## src/hdl/awd_pkg.sv

```systemverilog
// constants, carrier types and register map of the converter window detector
package awd_pkg;
  localparam int unsigned AW = 8;
  localparam int unsigned DW = 8;
  localparam int unsigned WW = 16;
  localparam logic [AW-1:0] ADDR_CTRL       = 8'hE8;
  localparam logic [AW-1:0] ADDR_UPPER_HIGH = 8'hC3;
  localparam logic [AW-1:0] ADDR_UPPER_LOW  = 8'hC2;
  localparam logic [AW-1:0] ADDR_LOWER_HIGH = 8'hC5;
  localparam logic [AW-1:0] ADDR_LOWER_LOW  = 8'hC4;
  localparam logic [AW-1:0] ADDR_RES_HIGH   = 8'hBE;
  localparam logic [AW-1:0] ADDR_RES_LOW    = 8'hBD;
  localparam int unsigned   CTRL_FLAG_BIT   = 3;
  localparam logic [DW-1:0] CTRL_RESET      = 8'h00;
  localparam logic [WW-1:0] UPPER_RESET     = 16'h0000;
  localparam logic [WW-1:0] LOWER_RESET     = 16'h0000;
  localparam logic [WW-1:0] RESULT_RESET    = 16'h0000;
  localparam int unsigned   CONV_MIN_CLKS   = 10;

  typedef struct packed {
    logic [AW-1:0] addr;
    logic [DW-1:0] wdata;
    logic          we;
    logic          re;
  } awd_sfr_req_t;

  typedef struct packed {
    logic          done;
    logic          diff;
    logic [WW-1:0] word;
  } awd_result_t;
endpackage

```

## src/hdl/awd_top.sv

```systemverilog
// window comparator on the converter result with its special-function registers
`timescale 1ns/100ps
module awd_top
  import awd_pkg::*;
(
  input  wire logic          CLOCK_I,
  input  wire logic          RSTN_I,
  input  wire awd_sfr_req_t  SFR_REQ_I,
  input  wire awd_result_t   RESULT_I,
  output logic [DW-1:0]      SFR_RDATA_O,
  output logic               WIN_FLAG_O
);

  logic [DW-1:0] ctrl_q;
  logic [WW-1:0] upper_q;
  logic [WW-1:0] lower_q;
  logic [WW-1:0] result_q;
  logic          flag_q;
  logic          flag_d;
  logic          match;
  logic          clr_wr;

  // true when a is greater than b, signed or unsigned
  function automatic logic gt_cmp(input logic [WW-1:0] a, input logic [WW-1:0] b,
                                  input logic sgn);
    if (sgn) begin
      gt_cmp = $signed(a) > $signed(b);
    end else begin
      gt_cmp = a > b;
    end
  endfunction

  always_comb begin
    logic above;
    logic below;
    logic in_win;
    above  = gt_cmp(RESULT_I.word, upper_q, RESULT_I.diff);
    below  = gt_cmp(lower_q, RESULT_I.word, RESULT_I.diff);
    in_win = gt_cmp(lower_q, upper_q, RESULT_I.diff);
    if (in_win) begin
      match = above && below;
    end else begin
      // equal limits fall here, so every code except the limit itself matches
      match = above || below;
    end
  end

  assign clr_wr = SFR_REQ_I.we && (SFR_REQ_I.addr == ADDR_CTRL)
                  && !SFR_REQ_I.wdata[CTRL_FLAG_BIT];

  // a result landing in the clearing cycle wins, so no match is lost
  always_comb begin
    flag_d = flag_q;
    if (clr_wr) begin
      flag_d = 1'h0;
    end
    if (RESULT_I.done && match) begin
      flag_d = 1'h1;
    end
  end

  always_ff @(posedge CLOCK_I) begin
    if (!RSTN_I) begin
      flag_q <= 1'h0;
    end else begin
      flag_q <= flag_d;
    end
  end

  // remaining control bits belong to the converter and are only stored here
  always_ff @(posedge CLOCK_I) begin
    if (!RSTN_I) begin
      ctrl_q <= CTRL_RESET;
    end else if (SFR_REQ_I.we && SFR_REQ_I.addr == ADDR_CTRL) begin
      ctrl_q <= SFR_REQ_I.wdata;
    end
  end

  always_ff @(posedge CLOCK_I) begin
    if (!RSTN_I) begin
      upper_q <= UPPER_RESET;
      lower_q <= LOWER_RESET;
    end else if (SFR_REQ_I.we) begin
      unique case (SFR_REQ_I.addr)
        ADDR_UPPER_HIGH: upper_q[15:8] <= SFR_REQ_I.wdata;
        ADDR_UPPER_LOW:  upper_q[7:0]  <= SFR_REQ_I.wdata;
        ADDR_LOWER_HIGH: lower_q[15:8] <= SFR_REQ_I.wdata;
        ADDR_LOWER_LOW:  lower_q[7:0]  <= SFR_REQ_I.wdata;
        default: ;
      endcase
    end
  end

  // the result word is captured only when the converter reports completion
  always_ff @(posedge CLOCK_I) begin
    if (!RSTN_I) begin
      result_q <= RESULT_RESET;
    end else if (RESULT_I.done) begin
      result_q <= RESULT_I.word;
    end
  end

  // read data is registered, one cycle behind the read strobe; unmapped reads give zero
  always_ff @(posedge CLOCK_I) begin
    if (!RSTN_I) begin
      SFR_RDATA_O <= '0;
    end else if (SFR_REQ_I.re) begin
      unique case (SFR_REQ_I.addr)
        ADDR_CTRL: begin
          SFR_RDATA_O                <= ctrl_q;
          SFR_RDATA_O[CTRL_FLAG_BIT] <= flag_q;
        end
        ADDR_UPPER_HIGH: SFR_RDATA_O <= upper_q[15:8];
        ADDR_UPPER_LOW:  SFR_RDATA_O <= upper_q[7:0];
        ADDR_LOWER_HIGH: SFR_RDATA_O <= lower_q[15:8];
        ADDR_LOWER_LOW:  SFR_RDATA_O <= lower_q[7:0];
        ADDR_RES_HIGH:   SFR_RDATA_O <= result_q[15:8];
        ADDR_RES_LOW:    SFR_RDATA_O <= result_q[7:0];
        default:         SFR_RDATA_O <= '0;
      endcase
    end
  end

  always_ff @(posedge CLOCK_I) begin
    if (!RSTN_I) begin
      WIN_FLAG_O <= 1'h0;
    end else begin
      WIN_FLAG_O <= flag_d;
    end
  end
endmodule

```

## config.mk

```make
export PLATFORM = sky130hd
export DESIGN_NAME = awd_top
export DESIGN_NICKNAME = d
export VERILOG_FILES = /design/src/hdl/awd_pkg.sv /design/src/hdl/awd_top.sv
export SDC_FILE = /design/constraint.sdc
export NUM_CORES = 1
export LEC_CHECK = 0
export ABC_AREA = 1
export BUFFER_PORTS_ARGS = -buffer_cell sky130_fd_sc_hd__buf_2
export CAP_MARGIN = 25
export CORE_AREA = 2 2 111 113
export CTS_CLUSTER_SIZE = 12
export DETAILED_ROUTE_END_ITERATION = 7
export DIE_AREA = 0 0 113 115
export MAX_ROUTING_LAYER = met4
export PLACE_DENSITY = 0.49
export SLEW_MARGIN = 20
export SYNTH_ARGS = -nofsm -noshare
export SYNTH_HDL_FRONTEND = slang
export SYNTH_SLANG_ARGS = --single-unit
```

## constraint.sdc

```tcl
create_clock -name CLOCK_I -period 1.6 [get_ports CLOCK_I]
set_clock_uncertainty 0.05 [all_clocks]
set_input_delay 0 -clock CLOCK_I [delete_from_list [all_inputs] [get_ports CLOCK_I]]
set_output_delay 0 -clock CLOCK_I [all_outputs]
set_load 0.01 [all_outputs]
```

Yosys cells after proc, flatten, opt, wreduce, memory -nomap -nowiden
Cells that the tools add are included.

word-level totals
  output and inout bits = 9
  logic and storage cells = 39
  input port bits = 38
  flip-flop bits (word level) = 65

operators by class
  order comparisons = 6
  reductions and logical operators = 11
  multiplexer cells = 7
  equality and inequality tests = 7

operator list
  operator              number
  $gt A16 B16 Y1        6
  $eq A8 B8 Y1 const B  7
  $pmux W8 S7           1
  $reduce_and A2 Y1     4
  $mux W1               6
  $logic_and A1 B1 Y1   4
  $reduce_bool A2 Y1    1
  $logic_not A1 Y1      1
  $logic_or A1 B1 Y1    1

Depth between registers and ports, before layout
  depth in word-level cells = 6
  depth in mapped cells = 18

Worst setup path after synthesis
OpenSTA, ideal clock, no wires.

  path kind = reg2reg
  start = register upper_q[15]
  end = register WIN_FLAG_O
  path buffers = 0
  stages on the path, launching flop included = 14
  arrival time = 1.428 ns
  data required time = 1.418 ns
  path slack = -0.010 ns
  library setup time = 0.132 ns
  path through = dfxtp_1 inv_1 ha_1 nand2_1 nor3_1 nand2_1 nand2_1 nand2_1 nand3_1 inv_1 nand2_1 nand2_1 nand2_1 a21oi_1

between the ends
  cells in the longest elaborated chain, start to end = 6
  elaborated cells on any way between the ends = 12
  classes of those cells = order compare: 4; mux: 4; reduce/logical: 4

ends and longest elaborated chain
  what                                                       RTL line                      source
  from (decl)                                                awd_top.sv:15                 logic [WW-1:0] upper_q;
  from (signal assigned)                                     awd_top.sv:85                 ADDR_UPPER_HIGH: upper_q[15:8] <= SFR_REQ_I.wdata;
  $gt A16 B16 Y1 (on tied branches)                          awd_top.sv:29, awd_top.sv:27
  $mux W1                                                    awd_top.sv:26                 if (sgn) begin
  $logic_or A1 B1 Y1 or $logic_and A1 B1 Y1 (tied branches)  awd_top.sv:44, awd_top.sv:41
  $mux W1 (*)                                                awd_top.sv:40                 if (in_win) begin
  $logic_and A1 B1 Y1 (*)                                    awd_top.sv:57                 if (RESULT_I.done && match) begin
  $mux W1 or $reduce_bool A2 Y1 (tied branches)              -
  to (signal assigned)                                       awd_top.sv:128                WIN_FLAG_O <= flag_d;
  to (decl)                                                  awd_top.sv:11                 output logic WIN_FLAG_O

Every way passes the cells marked *; elsewhere a longest branch is shown, timed or not.
A chain may end at the register's enable or synchronous reset.

Worst setup path in the final report
  start = register upper_q[11]
  end = register WIN_FLAG_O

The elaborated chain is that of the path after synthesis.

==> flow_summary.ini <==
[logic_synthesis]
yosys_warnings = 0
synth_cell_types = 29
seq_area_frac_synth_pct = 32.8
netlist_area_um2 = 3910
synth.ff_latch_count = 64
synthesis.nets = 632
synthCells = 546
synth.avg_cell_area_um2 = 7.16

[critical_path]
path_class = reg -> reg
critPathLaunchType = register
worstPathMaxFanout = 3
r2r_start = upper_q[11]
arrival_ns = 2.09
worstPathRequired_ns = 1.82
cp-endpoint = WIN_FLAG_O
reg2regPathDepth = 10
critPathCaptureType = register
crit_start = upper_q[11]
r2r-end = WIN_FLAG_O
r2r_slack_ns = -0.26

[detailed_routing]
totalWireLength_mm = 13.5
drc = 2
drt_iter0_drc = 232
drt_first_pass_iters = 7
wl_per_cell_um = 16.3
via_per_inst = 4.97
ant_nets = 0
vias = 4103

[layout]
final_nets = 760
area_growth_syn_to_layout_pct = 43.6
fin_util_pct = 47.6
layout.cells.non_filler = 826
num_antenna_cells = 0
layout-drive-gt1-share_pct = 30.5

[sta]
rsz0062_at_grt = true
max-slew-margin-rel_pct = 63.8
timing.setup.tns_ns = -0.264
finalSetupViolCount = 1
fmax_ghz = 0.537
tightest_slew_ns = 0.543
hold_viol = 0
slew_viol_final = 0
fin_crit_sh_pct = 116
fin_ws_ns = -0.264
min_period_ns = 1.86

[clocking]
cts_tree = done
htree_levels = 3
cts_max_path_buffers = 2
clkTransAtPathRegs_ns = 0.06
cts_sinks = 64
numCtsBuffers = 9
cts_root_buf = clkbuf_16
clock_latency_ns = 0.34

[job]
drv_cap = 0

[floorplanning]
ioPinCount = 47
core_um2 = 11800
start_util_pct = 33.1
die_w_um = 113
die-area_um2 = 13000
fp.dieH_um = 115
rows = 40

[pwr]
power.density_nw_per_um2 = 705
cellLeakagePower_nw = 2.50
p_total_mw = 3.96
vdd_drop_max_mv = 0.532

[status]
violations = DRC, setup timing
status = complete, but fails checks

[grt]
grtUsageTotal_pct = 21.2
antenna_found_initial = 0
grt_pass1_vias = 3792
grt_max_degree = 35
gr-total-overflow = 0
grt_first_pass_wirelength_mm = 20.4

[placement]
place_hpwl_mm = 10.2
post-place-cells = 781
portBuffers = 46
gp_congestion = 0.904

[hold_path]
hp-class = in -> reg
-- cell usage in the layout, fill, tap and decap left out, types with 3 or more instances in the layout --
cell type / instances
clkinv_2: 4
o22ai_1: 8
nor3_4: 3
buf_4: 61
inv_4: 4
a21oi_1: 92
dfxtp_1: 50
dfxtp_2: 14
inv_2: 12
a21oi_2: 6
nor2_2: 4
dlygate4sd3_1: 23
ha_1: 30
nand3_1: 15
inv_1: 62
o21ai_1: 4
o211ai_1: 5
nand4_1: 5
nand2_2: 8
nand2_1: 99
o21ai_0: 52
ha_4: 18
nand3_2: 3
clkbuf_16: 9
nor2_1: 17
buf_2: 46
-- per-layer routing --
metal / routed length, um / global-route usage, % / vias to the layer above / share of wire [%]
li1: - / - / 2103 / -
met1: 6210 / 27.8 / 1892 / 46
met2: 6440 / 34.2 / 94 / 48
met3: 668 / 4.59 / 14 / 5.0
met4: 144 / 3.41 / 0 / 1.1
met5: 0 / - / - / 0
-- worst min-delay path by stage --
stage          cells after the start         start  slack [ns]           end
2_1_floorplan                      2   RESULT_I[0]        0.10   result_q[0]
3_3_place_gp                       3   RESULT_I[0]        0.24   result_q[0]
3_5_place_dp                       3   RESULT_I[0]        0.25   result_q[0]
4_1_cts                            4  RESULT_I[11]        0.01  result_q[11]
5_1_grt                            3  SFR_REQ_I[1]        0.03   lower_q[11]
6_report                           3  SFR_REQ_I[1]        0.01   lower_q[11]
-- critical path: stages, from the launching register on --
cell and delay, ns:
dfxtp_2 0.34, inv_4 0.05, ha_4 0.26, nand4_1 0.18, nor3_4 0.24, nand2_2 0.09, nand3_1 0.08, nand3_2 0.12
a21oi_2 0.16, nand2_1 0.09, a21oi_2 0.13
-- layout make-up --
class                           count  area, um2
Clock buffer                       10        239
Clock inverter                      6       35.0
Fill cell                        1205       6190
Inverter                           78        303
Multi-Input combinational cell    388       2590
Sequential cell                    64       1300
Tap cell                          147        184
Timing Repair Buffer              133        970
-- synthesized netlist by cell type (all sizes together) --
master | instances | share of area, %
ha | 48 | 15
a22o | 1 | 0.22
buf | 5 | 0.96
o21a | 1 | 0.19
nand3 | 18 | 2.3
nor3 | 7 | 1.5
nand2 | 108 | 11
inv | 78 | 7.5
nor2 | 23 | 2.8
a221oi | 2 | 0.45
a21o | 2 | 0.38
o21ai | 56 | 7.2
clkbuf | 11 | 1.1
a21oi | 100 | 13
nor4 | 2 | 0.32
o211ai | 5 | 0.96
or2 | 1 | 0.16
nand4 | 5 | 0.80
o22ai | 9 | 1.6
dfxtp | 64 | 33
-- cell families after synthesis --
logic type	count (synthesis)	share of synthesized area (%)
compound gates	176	23.8
fa+ha+maj	48	15.4
buf+inv	94	9.50
flops	64	32.8
simple gates	164	18.6
-- timing repair --
action                                  CTS  global route
endpoints found under the setup margin    1             1
hold buffers                             23             0
endpoints found under the hold margin    44             0
setup buffers                             3             3
pin swaps                                 6            20
resized for setup                        18            60
-- report_power, final --
group	switching [mW]	total (mW)	internal [mW]	leakage (nW)
Combinational	0.269	0.484	0.216	1.84
Sequential	0.0239	1.65	1.63	0.527
Clock	0.747	1.82	1.08	0.134
Total	1.04	3.96	2.92	2.50
-- state kept, by name, indices dropped and copies added, names as in the netlist --
| name | flops |
|---|---|
| ctrl_q | 7 |
| SFR_RDATA_O | 8 |
| upper_q | 16 |
| result_q | 16 |
| lower_q | 16 |
| WIN_FLAG_O | 1 |
-- stage by stage --
step / instance area [um2] / worst slack [ns] / hold slack [ns]
after global placement: 4710 / -0.340 / 0.242
final: 5620 / -0.264 / 0.0127
after CTS: 5320 / -0.271 / 0.0118
after detailed placement: 4710 / -0.324 / 0.254
after global routing: 5620 / -0.366 / 0.0349
after floorplan: 3920 / 0.00426 / 0.104
No activity file was read; power rests on OpenSTA's default activity.
